--- src/verilog/sfp_regs.vh ---
// Constants for the serial flash page program sequencer
`ifndef SFP_REGS_VH
`define SFP_REGS_VH

// ********************************
// Opcodes
// ********************************
`define SFP_OP_PROG_SINGLE 8'h02
`define SFP_OP_PROG_DUAL   8'ha2
`define SFP_OP_READ_STATUS 8'h05
`define SFP_OP_ACTIVE_STAT 8'h25

// ********************************
// Frame layout, in serial clock edges
// ********************************
`define SFP_OPC_EDGES  6'h08
`define SFP_HDR_EDGES  6'h20
`define SFP_ASI_EDGES  6'h10

// ********************************
// Status byte field positions
// ********************************
`define SFP_ST_BUSY 0
`define SFP_ST_WEL  1
`define SFP_ST_EPE  5

// ********************************
// Erased byte and reset values
// ********************************
`define SFP_ERASED_BYTE 8'hff
`define SFP_WEL_RESET   1'b0
`define SFP_EPE_RESET   1'b0

// ********************************
// Timing
// ********************************
`define SFP_CLK_PERIOD_NS   5
`define SFP_PAGE_PROG_US    3000
`define SFP_BYTE_PROG_US    100
`define SFP_PAGE_PROG_CYC   (`SFP_PAGE_PROG_US * 1000 / `SFP_CLK_PERIOD_NS)
`define SFP_BYTE_PROG_CYC   (`SFP_BYTE_PROG_US * 1000 / `SFP_CLK_PERIOD_NS)

`endif

--- src/verilog/sfp_fifo.v ---
// Small synchronous FIFO carrying captured bytes to the page buffer
`timescale 1ns/100ps
`default_nettype none

module sfp_fifo #(
  parameter WIDTH = 16,
  parameter DEPTH = 4,
  parameter AW    = 2
) (
  input  wire             sys_clk,
  input  wire             rst,
  input  wire             inValid,
  output wire             inReady,
  input  wire [WIDTH-1:0] inData,
  output wire             outValid,
  input  wire             outReady,
  output wire [WIDTH-1:0] outData
);

  reg [WIDTH-1:0] mem [0:DEPTH-1];
  reg [AW-1:0]    wrPtr_q;
  reg [AW-1:0]    rdPtr_q;
  reg [AW:0]      cnt_q;
  wire            push;
  wire            pop;

  // ********************************
  // Flags
  // ********************************
  assign inReady  = (cnt_q != DEPTH[AW:0]);
  assign outValid = (cnt_q != {(AW+1){1'b0}});
  assign outData  = mem[rdPtr_q];
  assign push     = inValid & inReady;
  assign pop      = outValid & outReady;

  // Pointers wrap naturally when depth is a power of two
  always @(posedge sys_clk) begin
    if (rst) begin
      wrPtr_q <= {AW{1'b0}};
      rdPtr_q <= {AW{1'b0}};
      cnt_q   <= {(AW+1){1'b0}};
    end else begin
      if (push) begin
        wrPtr_q <= wrPtr_q + 1'b1;
      end
      if (pop) begin
        rdPtr_q <= rdPtr_q + 1'b1;
      end
      if (push & ~pop) begin
        cnt_q <= cnt_q + 1'b1;
      end else if (pop & ~push) begin
        cnt_q <= cnt_q - 1'b1;
      end
    end
  end

  // Storage has no reset; flags guard every read
  always @(posedge sys_clk) begin
    if (push) begin
      mem[wrPtr_q] <= inData;
    end
  end

endmodule // sfp_fifo

`default_nettype wire

--- src/verilog/sfp_page_program.v ---
// Byte/page program command handler of a serial flash, single and dual input
//
// Notes on behaviour
// - Programming only clears bits; a byte is erased when it reads all ones.
// - Program commands need the write enable latch set, else refused.
// - Opcode 02h, three address bytes, then data bytes go to the page buffer.
// - Opcode A2h, three address bytes, then data two bits per clock.
// - Dual data MSB first: bit7 on SO, bit6 on SI; four clocks per byte.
// - Buffer index comes from low address byte and wraps inside the page.
// - Beyond a full page only the latest 256 bytes stay buffered.
// - At chip select release only buffered bytes are programmed; rest untouched.
// - Full address, one whole byte and byte-aligned release, else abort.
// - Protected target: skip programming, return idle at chip select release.
// - Any abort clears the write enable latch.
// - Status reads show busy while programming runs.
// - Programming is self-timed: page time, or byte time for one byte.
// - Active status interrupt drives SO low as soon as busy ends.
// - Write enable latch clears before a successful program finishes.
// - Internal verify sets the program error flag on a failed byte.
`timescale 1ns/100ps
`default_nettype none
`include "sfp_regs.vh"

module sfp_page_program #(
  parameter PAGE_PROG_CYCLES = `SFP_PAGE_PROG_CYC,
  parameter BYTE_PROG_CYCLES = `SFP_BYTE_PROG_CYC
) (
  input  wire        sys_clk,
  input  wire        rst,
  input  wire        spiCsN,
  input  wire        spiSck,
  input  wire        spiSi,
  input  wire        spiSoIn,
  output reg         spiSoOut,
  output reg         spiSoOe,
  input  wire        welSet,
  input  wire        welClr,
  input  wire [7:0]  sectorProtect,
  output reg  [23:0] arrayAddr,
  output reg  [7:0]  arrayWrData,
  output reg         arrayWrEn,
  input  wire [7:0]  arrayRdData,
  output reg         writeEnableLatch,
  output reg         progBusy,
  output reg         eraseProgramErrorFlag
);

  // ********************************
  // States
  // ********************************
  localparam [2:0] ST_IDLE  = 3'd0;
  localparam [2:0] ST_DRAIN = 3'd1;
  localparam [2:0] ST_RD    = 3'd2;
  localparam [2:0] ST_WR    = 3'd3;
  localparam [2:0] ST_HOLD  = 3'd4;
  localparam [2:0] ST_VF    = 3'd5;
  localparam [2:0] ST_TIME  = 3'd6;

  // Byte assembled at the end of a data slot, single or dual
  function [7:0] asmByte;
    input       dual;
    input [7:0] sh;
    input       so;
    input       si;
    begin
      asmByte = dual ? {sh[5:0], so, si} : {sh[6:0], si};
    end
  endfunction

  // ********************************
  // Pin synchronisers
  // ********************************
  reg [3:0] pinS1_q;
  reg [3:0] pinS2_q;
  reg       sckP_q;
  reg       csP_q;
  wire      csNS    = pinS2_q[0];
  wire      sckS    = pinS2_q[1];
  wire      siS     = pinS2_q[2];
  wire      soS     = pinS2_q[3];
  wire      csFall  = csP_q & ~csNS;
  wire      csRise  = ~csP_q & csNS;
  wire      sckRise = ~csNS & sckS & ~sckP_q;
  wire      sckFall = ~csNS & ~sckS & sckP_q;

  // Two flops on every pin; the second flop alone feeds logic
  always @(posedge sys_clk) begin
    if (rst) begin
      pinS1_q <= 4'h1;
      pinS2_q <= 4'h1;
      sckP_q  <= 1'b0;
      csP_q   <= 1'b1;
    end else begin
      pinS1_q <= {spiSoIn, spiSi, spiSck, spiCsN};
      pinS2_q <= pinS1_q;
      sckP_q  <= sckS;
      csP_q   <= csNS;
    end
  end

  // ********************************
  // Frame capture
  // ********************************
  reg [2:0]  st_q;
  reg [5:0]  hdrCnt_q;
  reg [31:0] hdrSh_q;
  reg [7:0]  opc_q;
  reg [23:0] addr_q;
  reg [7:0]  dSh_q;
  reg [2:0]  bitPh_q;
  reg [8:0]  nBytes_q;
  reg [7:0]  wrIdx_q;
  reg        frameOk_q;
  reg        ovf_q;
  reg [7:0]  stSh_q;
  wire       isDual   = (opc_q == `SFP_OP_PROG_DUAL);
  wire       isProg   = frameOk_q & (isDual | (opc_q == `SFP_OP_PROG_SINGLE));
  wire       inData   = isProg & (hdrCnt_q == `SFP_HDR_EDGES);
  wire       byteDone = inData & sckRise & (bitPh_q == (isDual ? 3'd6 : 3'd7));
  wire [7:0] newByte  = asmByte(isDual, dSh_q, soS, siS);
  wire       busy     = (st_q != ST_IDLE) & (st_q != ST_DRAIN);
  wire       fifoInRdy;
  wire       fifoOutVal;
  wire [15:0] fifoOut;
  wire       pushByte = byteDone & fifoInRdy;

  // Opcode, address and data shifting on rising SCK
  always @(posedge sys_clk) begin
    if (rst) begin
      hdrCnt_q  <= 6'h00;
      hdrSh_q   <= 32'h0000_0000;
      opc_q     <= 8'h00;
      addr_q    <= 24'h00_0000;
      dSh_q     <= 8'h00;
      bitPh_q   <= 3'd0;
      nBytes_q  <= 9'h000;
      wrIdx_q   <= 8'h00;
      frameOk_q <= 1'b0;
      ovf_q     <= 1'b0;
    end else if (csFall) begin
      hdrCnt_q  <= 6'h00;
      opc_q     <= 8'h00;
      bitPh_q   <= 3'd0;
      nBytes_q  <= 9'h000;
      ovf_q     <= 1'b0;
      frameOk_q <= (st_q == ST_IDLE);   // Program frames outside ST_IDLE are ignored
    end else if (sckRise) begin
      if (hdrCnt_q != `SFP_HDR_EDGES) begin
        hdrSh_q  <= {hdrSh_q[30:0], siS};
        hdrCnt_q <= hdrCnt_q + 6'h01;
        if (hdrCnt_q == `SFP_OPC_EDGES - 6'h01) begin
          opc_q <= {hdrSh_q[6:0], siS};
        end
        // Frames during busy must not move the address under the walk
        if ((hdrCnt_q == `SFP_HDR_EDGES - 6'h01) & frameOk_q) begin
          addr_q  <= {hdrSh_q[22:0], siS};
          wrIdx_q <= {hdrSh_q[6:0], siS};
        end
      end else if (inData) begin
        if (isDual) begin
          dSh_q   <= {dSh_q[5:0], soS, siS};
          bitPh_q <= bitPh_q + 3'd2;
        end else begin
          dSh_q   <= {dSh_q[6:0], siS};
          bitPh_q <= bitPh_q + 3'd1;
        end
        if (byteDone) begin
          wrIdx_q  <= wrIdx_q + 8'h01;
          nBytes_q <= nBytes_q[8] ? nBytes_q : nBytes_q + 9'h001;
          ovf_q    <= ovf_q | ~fifoInRdy;
        end
      end
    end
  end

  // ********************************
  // Byte FIFO and page buffer
  // ********************************
  sfp_fifo #(
    .WIDTH (16),
    .DEPTH (4),
    .AW    (2)
  ) uFifo (
    .sys_clk  (sys_clk),
    .rst      (rst),
    .inValid  (pushByte),
    .inReady  (fifoInRdy),
    .inData   ({wrIdx_q, newByte}),
    .outValid (fifoOutVal),
    .outReady (st_q == ST_DRAIN || st_q == ST_IDLE),
    .outData  (fifoOut)
  );

  reg [7:0]   pageBuf [0:255];
  reg [255:0] bufVal_q;
  reg [7:0]   bufRd_q;
  reg [7:0]   idx_q;
  wire        drain = fifoOutVal & ((st_q == ST_DRAIN) | (st_q == ST_IDLE));

  // Later bytes overwrite earlier ones at the same index
  always @(posedge sys_clk) begin
    if (drain) begin
      pageBuf[fifoOut[15:8]] <= fifoOut[7:0];
    end
    bufRd_q <= pageBuf[idx_q];
  end

  // Which page slots actually received data
  always @(posedge sys_clk) begin
    if (rst) begin
      bufVal_q <= {256{1'b0}};
    end else if (csFall & (st_q == ST_IDLE)) begin
      bufVal_q <= {256{1'b0}};
    end else if (drain) begin
      bufVal_q[fifoOut[15:8]] <= 1'b1;
    end
  end

  // ********************************
  // Program sequencer
  // ********************************
  reg [19:0] tmr_q;
  wire       hdrBad  = (hdrCnt_q != `SFP_HDR_EDGES) | (nBytes_q == 9'h000);
  wire       aborted = hdrBad | (bitPh_q != 3'd0) | ovf_q;
  wire       protHit = sectorProtect[addr_q[18:16]];
  wire       tmrDone = (tmr_q == 20'h0_0000);

  // Walks the page, programs buffered slots, verifies, then times out
  always @(posedge sys_clk) begin
    if (rst) begin
      st_q                  <= ST_IDLE;
      idx_q                 <= 8'h00;
      tmr_q                 <= 20'h0_0000;
      arrayAddr             <= 24'h00_0000;
      arrayWrData           <= `SFP_ERASED_BYTE;
      arrayWrEn             <= 1'b0;
      writeEnableLatch      <= `SFP_WEL_RESET;
      eraseProgramErrorFlag <= `SFP_EPE_RESET;
    end else begin
      if (!tmrDone) begin
        tmr_q <= tmr_q - 20'h0_0001;
      end
      if (welSet & (st_q == ST_IDLE)) begin
        writeEnableLatch <= 1'b1;
      end else if (welClr) begin
        writeEnableLatch <= 1'b0;
      end
      case (st_q)
        ST_IDLE: begin
          if (csRise & isProg) begin
            st_q <= ST_DRAIN;
          end
        end
        ST_DRAIN: begin
          if (!fifoOutVal) begin
            if (!writeEnableLatch) begin
              st_q <= ST_IDLE;
            end else if (aborted | protHit) begin
              writeEnableLatch <= 1'b0;
              st_q             <= ST_IDLE;
            end else begin
              writeEnableLatch      <= 1'b0;
              eraseProgramErrorFlag <= 1'b0;
              idx_q                 <= 8'h00;
              tmr_q                 <= (nBytes_q == 9'h001) ?
                                       BYTE_PROG_CYCLES[19:0] :
                                       PAGE_PROG_CYCLES[19:0];
              st_q                  <= ST_RD;
            end
          end
        end
        ST_RD: begin
          if (bufVal_q[idx_q]) begin
            arrayAddr <= {addr_q[23:8], idx_q};
            st_q      <= ST_WR;
          end else if (idx_q == 8'hff) begin
            st_q <= ST_TIME;
          end else begin
            idx_q <= idx_q + 8'h01;
          end
        end
        ST_WR: begin
          arrayWrData <= arrayRdData & bufRd_q;
          arrayWrEn   <= 1'b1;
          st_q        <= ST_HOLD;
        end
        ST_HOLD: begin
          arrayWrEn <= 1'b0;
          st_q      <= ST_VF;
        end
        ST_VF: begin
          if (arrayRdData != bufRd_q) begin
            eraseProgramErrorFlag <= 1'b1;
          end
          if (idx_q == 8'hff) begin
            st_q <= ST_TIME;
          end else begin
            idx_q <= idx_q + 8'h01;
            st_q  <= ST_RD;
          end
        end
        ST_TIME: begin
          if (tmrDone) begin
            st_q <= ST_IDLE;
          end
        end
        default: begin
          st_q <= ST_IDLE;
        end
      endcase
    end
  end

  // ********************************
  // Status output on SO
  // ********************************
  wire [7:0] statusByte = ({7'h00, busy} << `SFP_ST_BUSY) |
                          ({7'h00, writeEnableLatch} << `SFP_ST_WEL) |
                          ({7'h00, eraseProgramErrorFlag} << `SFP_ST_EPE);
  wire       isStat = (opc_q == `SFP_OP_READ_STATUS);
  wire       isAsi  = (opc_q == `SFP_OP_ACTIVE_STAT) & (hdrCnt_q >= `SFP_ASI_EDGES);

  // Status read shifts out on falling SCK; active status needs no clock after its first 16 edges
  always @(posedge sys_clk) begin
    if (rst) begin
      spiSoOut <= 1'b0;
      spiSoOe  <= 1'b0;
      stSh_q   <= 8'h00;
      progBusy <= 1'b0;
    end else begin
      progBusy <= busy;
      if (csNS) begin
        spiSoOe <= 1'b0;
      end else if (isAsi) begin
        spiSoOe  <= 1'b1;
        spiSoOut <= busy;
      end else if (isStat & sckFall) begin
        spiSoOe  <= 1'b1;
        spiSoOut <= stSh_q[7];
        stSh_q   <= {stSh_q[6:0], stSh_q[7]};
      end
      if (sckRise & (hdrCnt_q == `SFP_OPC_EDGES - 6'h01)) begin
        stSh_q <= statusByte;
      end
    end
  end

endmodule // sfp_page_program

`default_nettype wire

--- config.mk ---
export PLATFORM = sky130hd
export DESIGN_NAME = sfp_page_program
export DESIGN_NICKNAME = d
export VERILOG_FILES = /design/src/verilog/sfp_fifo.v /design/src/verilog/sfp_page_program.v
export VERILOG_INCLUDE_DIRS = /design/src /design/src/verilog
export SDC_FILE = /design/constraint.sdc
export NUM_CORES = 2
export LEC_CHECK = 0
export BUFFER_PORTS_ARGS = -buffer_cell sky130_fd_sc_hd__buf_4
export CAP_MARGIN = 20
export CORE_MARGIN = 2
export CORE_UTILIZATION = 35
export CTS_CLUSTER_SIZE = 30
export DETAILED_ROUTE_END_ITERATION = 8
export MAX_ROUTING_LAYER = met4
export SLEW_MARGIN = 20
export SYNTH_ARGS = -nofsm -noshare
export SYNTH_HDL_FRONTEND = slang
export SYNTH_SLANG_ARGS = --single-unit
--- constraint.sdc ---
create_clock -name sys_clk -period 8.4 [get_ports sys_clk]
set_clock_uncertainty 0.1 [all_clocks]
set_input_delay 0.42 -clock sys_clk [delete_from_list [all_inputs] [get_ports sys_clk]]
set_output_delay 0.42 -clock sys_clk [all_outputs]
set_load 0.1 [all_outputs]
# After elaboration in Yosys (flattened, before gate mapping)
# Memories as Yosys holds them, arrays and structs flattened. A register that Yosys moved wholly into a read port is not among the register bits.
# Cells that the tools add are included.
# totals
mem_bits_rw	2112
word_cells	221
input_bits	24
register_bits	440
output_inout_bits	38
mem_count	2
# classes
bitwise	45
eq_ne	31
n_addsub	11
magnitude_cmp	5
reduce_logical	34
n_mux	62
# mem_list
memory	words	word_bits	read_ports	rd_clocked_by_memory_dff	wr	line	text
pageBuf	256	8	1	1	1	sfp_page_program.v:194	reg [7:0] pageBuf [0:255];
uFifo.mem	4	16	1	1	1	sfp_fifo.v:20	reg [WIDTH-1:0] mem [0:DEPTH-1];
# ops
operator	n
OR 256 bit	1
2-to-1 mux 20 bit	6
2-to-1 mux 8 bit	14
2-to-1 mux 3 bit	9
AND 1 bit	24
case mux 8 bit (3 select lines)	1
2-to-1 mux 1 bit	21
case mux 3 bit (7 select lines)	1
zero test 20 bit	1
AND reduction 5 bit	4
subtractor 20 x 1 -> 20 bit, second input constant	1
< comparator 8 x 9 -> 1 bit, second input constant	2
adder 8 x 1 -> 8 bit, second input constant	2
== test 8 bit, second input constant	2
AND reduction 4 bit	4
inequality test 2 bit, second input constant	7
nonzero test 2 bit	7
AND reduction 3 bit	4
nonzero test 3 bit	4
inverter 1 bit	10
adder 9 x 1 -> 9 bit, second input constant	1
== test 3 bit, second input constant	3
== test 9 x 1 -> 1 bit, second input constant	1
zero test 9 bit	1
other kinds (37)	57

# Longest topological paths before layout
# depth
ltp_word	12
mapped_depth	14
mapped_depth_nobuf	12

# Hierarchy
# Synthesis repeated with hierarchy kept, for this count alone.
# hier_totals
hier_cells	5011
area_unflattened_um2	98738.4
# by_module_without_submodules
mod	cells_per_inst	seq_area_each_um2	n_inst	area_per_inst_um2
sfp_page_program	4879	70167.3	1	95914.5
sfp_fifo	132	2102.0	1	2824.0

# Least setup slack after synthesis
# Ideal clock, no wire load.
# synth_timing
path_type	register to register
start	register with a tool-made name
end	memory pageBuf[0][0] (data pin)
synth_period_minus_slack_ns	3.594
path_slack_ns	4.806
path_stages_with_launch	4
arrival_ns	2.943
required_time_ns	7.749
setup_ns	0.551
n_path_buf	2
path_cell_list	dfxtp_1 -> clkbuf_1 -> buf_2 -> mux4_2
# synth_rtl
element	line
end, declared	sfp_page_program.v:194

# Final worst setup path
# layout_timing
start	register idx_q[2]
end	register idx_q[3]
# layout_via
elab_chain_len	4
word_cells_on_any_way	9
cone_classes	1 x add/sub; 2 x eq/ne; 5 x mux; 1 x reduce/logical
# layout_lines
element	line	text
start, declared	sfp_page_program.v:197	reg [7:0] idx_q;
start signal, assigned	sfp_page_program.v:279	idx_q <= idx_q + 8'h01;
start signal, assigned	sfp_page_program.v:298	idx_q <= idx_q + 8'h01;
binary-select mux 1 bit (select 8 bit) (tied with other cells)	sfp_page_program.v:273	if (bufVal_q[idx_q]) begin
2-to-1 mux 1 bit (implied by the code) or 2-to-1 mux 8 bit (tied branches)	sfp_page_program.v:273, sfp_page_program.v:276, sfp_page_program.v:295	
inequality test 2 bit (no source line) or 2-to-1 mux 8 bit (tied branches)	n/a	
AND reduction 5 bit (no source line) or case mux 8 bit (3 select lines) (tied branches)	n/a	
# Parallel ways exist; a longest one is shown, timed or not. The select of a mux whose other input is x is not followed.
# A chain may end at the register's enable or synchronous reset.

==> summary by stage <==
Outcome
The flow ran to the end, and the final reports show no timing, DRC or antenna violations.

STA
The final critical-path setup slack is between 3 and 4 ns. The achievable frequency is approximately 0.2 GHz. The final worst hold slack is between 0.1 and 0.15 ns. The number of hold violations in the final report is 0.

Setup violations remaining at the end of the flow were counted as 0. Setup total negative slack on the finished layout was measured at 0 ns. The number of slew-limit violations in the final report is 0.

The worst pin sits at a relative slew slack of 14.5%. Setup repair after global routing left no endpoint under its margin. The worst path in the final design needs a cycle of between 5 and 6 ns, including I/O delays and setup. The slew at the pin closest to its max-slew limit is approximately 1.3 ns. The final worst-path cycle share is about three fifths.

Place
The estimated wirelength of the detail-placed design is about 150,000 um. The worst setup timing slack at the placement stage is 3.50 ns. The placer's final routability congestion estimate is 0.833. The number of buffers added on ports is between 60 and 70.

Synth
The post-synthesis sequential element count is 2,554. By area the synthesized netlist is led by sky130_fd_sc_hd__edfxtp_1 (64%), sky130_fd_sc_hd__mux4_2 (17%), sky130_fd_sc_hd__dfxtp_1 (9.0%). After synthesis the cells add up to ~100,000 um^2. The most frequent cell after synthesis is sky130_fd_sc_hd__edfxtp_1.

The cell count after synthesis came out at around 5,000. After synthesis, the most frequently instantiated cells are sky130_fd_sc_hd__edfxtp_1 (2,112), sky130_fd_sc_hd__mux4_2 (733), sky130_fd_sc_hd__dfxtp_1 (442), sky130_fd_sc_hd__nor2_1 (386), sky130_fd_sc_hd__o21a_1 (260). The synthesized design contains around 2,100 enable-type register cells. The synthesized area divided by synthesized cell count is about 20 um^2. The net count of the mapped netlist is approximately 5,100. The number of warning messages in the yosys log is 0. The most instantiated flip-flop cell in the synthesis netlist is sky130_fd_sc_hd__edfxtp_1. Counting distinct cell types in the post-synthesis netlist gives 70. Of all cell types, the one taking the most synthesized area is sky130_fd_sc_hd__edfxtp_1.

The async set-or-reset flop fraction in the synthesized netlist is 0%. Summed over its instances, the top area cell type makes up between 60 and 70% of the synthesized netlist area. Sequential cells were found to cover around three quarters of the synthesized design area.

Clock tree
Clock tree synthesis selected as its root buffer the cell sky130_fd_sc_hd__clkbuf_16. The number of clock buffers added by TritonCTS is roughly 280. After clock tree synthesis, the setup repair step added 0 buffers. The H-tree level count is 5. The source-to-sink clock delay at the later pin of the worst-skew pair is slightly above 0.9 ns.

Clock-pin slew was measured on the worst setup and hold paths at 0.06 ns. For this design, the sink count on the clock tree is between 2,000 and 3,000. TritonCTS built the clock tree.

The maximum number of buffers from clock root to sink is 4.

Critical path
The path length in cells of the critical path is 9. In this run the worst setup path begins at idx_q[2]$_SDFFE_PP0P_. In this run the critical register-to-register path is captured at idx_q[3]$_SDFFE_PP0P_. The required time of the critical path is between 9 and 10 ns. The critical path is of the register to register type. The critical path goes through buf_4 > nor2b_1 > a2111oi_0 > nand3_1 > o21ai_0 > o41ai_1 > o211ai_2 > a211o_1 > o311ai_1. The kind of start point of the critical path is a register.

The slack of the worst reg-to-reg path is approximately 3.4 ns. The number of cell instances on the worst register-to-register path is 9. The largest fanout of any net on the critical path is 42. The delay contributed by the slowest stage of the critical path is ~0.97 ns. The largest individual stage delay along the critical path comes from the cell sky130_fd_sc_hd__dfxtp_4. The worst setup path is captured at a register. The capture point of the worst path is idx_q[3]$_SDFFE_PP0P_.

The number of buffers and inverters on the critical path is 1. In this run the critical register-to-register path is launched from idx_q[2]$_SDFFE_PP0P_. The top cell family by delay on the critical path is compound AO/OA/AOI/OAI gates. The critical path data arrival time is between 5 and 6 ns.

Routing
Summing over every cut layer, the via total after detailed routing is 49,427. In the routed design, unresolved DRC markers number 0. After detailed routing, the number of vias per cell comes to approximately 5.4. For this run, the detailed router's first-pass iteration total came to 6. The number of DRC violations after detailed-routing iteration 0 is roughly 5,700. In the final routed layout, each cell accounts on average for roughly 27 um. The final routed wirelength across all metal layers is ~250,000 um. Once detail routing completed, the nets flagged for antenna violations numbered 0.

Layout
The final layout net count is 5,234. After filler insertion, the fill cell instance count of the layout stands at around 25,000. From synthesis to final layout, the design area changed by 14.0%.

The proportion of layout cells with a drive suffix above 1 is approximately a quarter. The area of combinational cells with multiple inputs is around 25,000 um^2. The area of all sequential standard cells is roughly 72,000 um^2.

GRT
The number of global-route vias before repair is around 49,000. Entering global routing, the biggest net connects roughly 240 pins. The met2 usage in global routing is 27.7%. The busiest layer in global routing is met2. The met3 track demand over resource is ~3%. The first global-routing pass estimated around 360,000 um of wire. The total global routing track utilization is about 18%. After global routing the overflow that remains totals 0. The met1 layer usage reported by global route is between 20% and 30%.

The initial antenna violation count is 12.

Hold path
In this run the worst hold path is classified as primary input to register. The hold path depth is 3.

Floorplanning
62 I/O pins were placed. The die covers about 290,000 um^2. The floorplan step set the die width to between 500 and 600 um. The total number of placement rows is between 150 and 200. For this configuration, the core starts out at a cell density of between 30% and 40%. The area of the placeable core is approximately 280,000 um^2. From bottom edge to top edge, the die measures roughly 530 um.

Job
The max-capacitance violation count is 0.

Power and ir drop
The static leakage power is 34.3 nW. Power spread over the standard cell area amounts to between 200 and 300 nW/um^2. The worst-case IR drop observed on VDD is ~0.22 mV.
## registers in the layout (all words and copies together), names as in the netlist, 3 cells and up, named ones only
register     cells
pinS1_q          4
stSh_q           8
uFifo.cnt_q      3
arrayWrData      8
uFifo.mem       64
idx_q            8
tmr_q           20
bufVal_q       256
pinS2_q          4
pageBuf       2048
bitPh_q          3
opc_q            8
wrIdx_q          8
arrayAddr       24
nBytes_q         9
st_q             3
addr_q          16
dSh_q            7
bufRd_q          8
hdrCnt_q         6
hdrSh_q         23
## metal layers
layer	share of wire, %	wire length [um]
met2	48	120000
met4	2.2	5450
met5	0	0
met3	6.9	17000
met1	43	106000
## report_power, final
part,internal (mW),switching [mW],leakage (nW)
clock network,6.86,4.80,4.19
registers,14.9,0.101,22.6
logic,0.369,1.88,7.51
total,22.2,6.78,34.3
## worst min-delay path by stage
| stage | start | end | slack (ns) |
|---|---|---|---|
| floorplan | pinS1_q[0]$_SDFF_PP1_ | pinS2_q[0]$_SDFF_PP1_ | 0.29 |
| global placement | pinS1_q[0]$_SDFF_PP1_ | pinS2_q[0]$_SDFF_PP1_ | 0.30 |
| detailed placement | pinS1_q[0]$_SDFF_PP1_ | pinS2_q[0]$_SDFF_PP1_ | 0.30 |
| CTS | spiCsN | pinS1_q[0]$_SDFF_PP1_ | 0.07 |
| global route | spiCsN | pinS1_q[0]$_SDFF_PP1_ | 0.11 |
| finish | spiCsN | pinS1_q[0]$_SDFF_PP1_ | 0.14 |
## tightest hold or removal path, delay by kind of cell
family / cells / cell delay (ns)
buffers and inverters: 2 / 0.63
and+or+nand+nor: 1 / 0.08
## through the flow
| stage | utilization, % | std cells | instance area, um^2 | total power [mW] |
|---|---|---|---|---|
| 3_3_place_gp | 37.0 | 8606 | 103000 | 17.4 |
| 3_5_place_dp | 37.0 | 8609 | 103000 | 17.6 |
| 2_1_floorplan | - | 5009 | 98500 | 16.5 |
| 4_1_cts | 40.1 | 9100 | 112000 | 29.1 |
| 6_report | 40.2 | 9108 | 112000 | 29.0 |
| 5_1_grt | 40.2 | 9107 | 112000 | 29.8 |
## cells by family after synthesis
kind of cell | synth area share (%)
XOR/XNOR | 0.276
adder cells (fa/ha/maj) | 0.338
AO/OA/AOI/OAI | 3.30
buffers and inverters | 1.42
flip-flops | 73.3
AND/OR/NAND/NOR | 3.40
multiplexers | 17.9
## cells in the final DEF (no fill, tap or decap), types with 22 or more instances in the layout
master and instances:
sky130_fd_sc_hd__a21oi_1 66, sky130_fd_sc_hd__a22oi_1 24, sky130_fd_sc_hd__buf_4 147, sky130_fd_sc_hd__clkbuf_1 68, sky130_fd_sc_hd__clkbuf_16 285, sky130_fd_sc_hd__clkinv_1 42, sky130_fd_sc_hd__clkinv_2 35, sky130_fd_sc_hd__dfxtp_1 436
sky130_fd_sc_hd__edfxtp_1 2112, sky130_fd_sc_hd__ha_1 25, sky130_fd_sc_hd__mux2i_1 104, sky130_fd_sc_hd__mux4_2 725, sky130_fd_sc_hd__nand2_1 203, sky130_fd_sc_hd__nand3_1 41, sky130_fd_sc_hd__nor2_1 356, sky130_fd_sc_hd__nor2_2 29
sky130_fd_sc_hd__nor2b_1 22, sky130_fd_sc_hd__nor3_1 23, sky130_fd_sc_hd__o21a_1 260, sky130_fd_sc_hd__o21ai_0 25
## final cells by class
type / count / share of cell area [%]
antenna: 4 / 0.00891
clock buffer: 370 / 6.78
clock inverter: 106 / 0.852
inverter: 23 / 0.0847
multi-input combinational: 2142 / 22.3
sequential: 2554 / 64.4
tap: 3724 / 4.15
timing repair buffer: 185 / 1.49
## what timing repair did
action                                  4_1_cts  5_1_grt
hold buffers                                 15        0
hold endpoints to repair                     15        0
resized for setup                             0        0
endpoints found under the setup margin        0        0
Note: power is estimated with default switching activity, not from simulation.
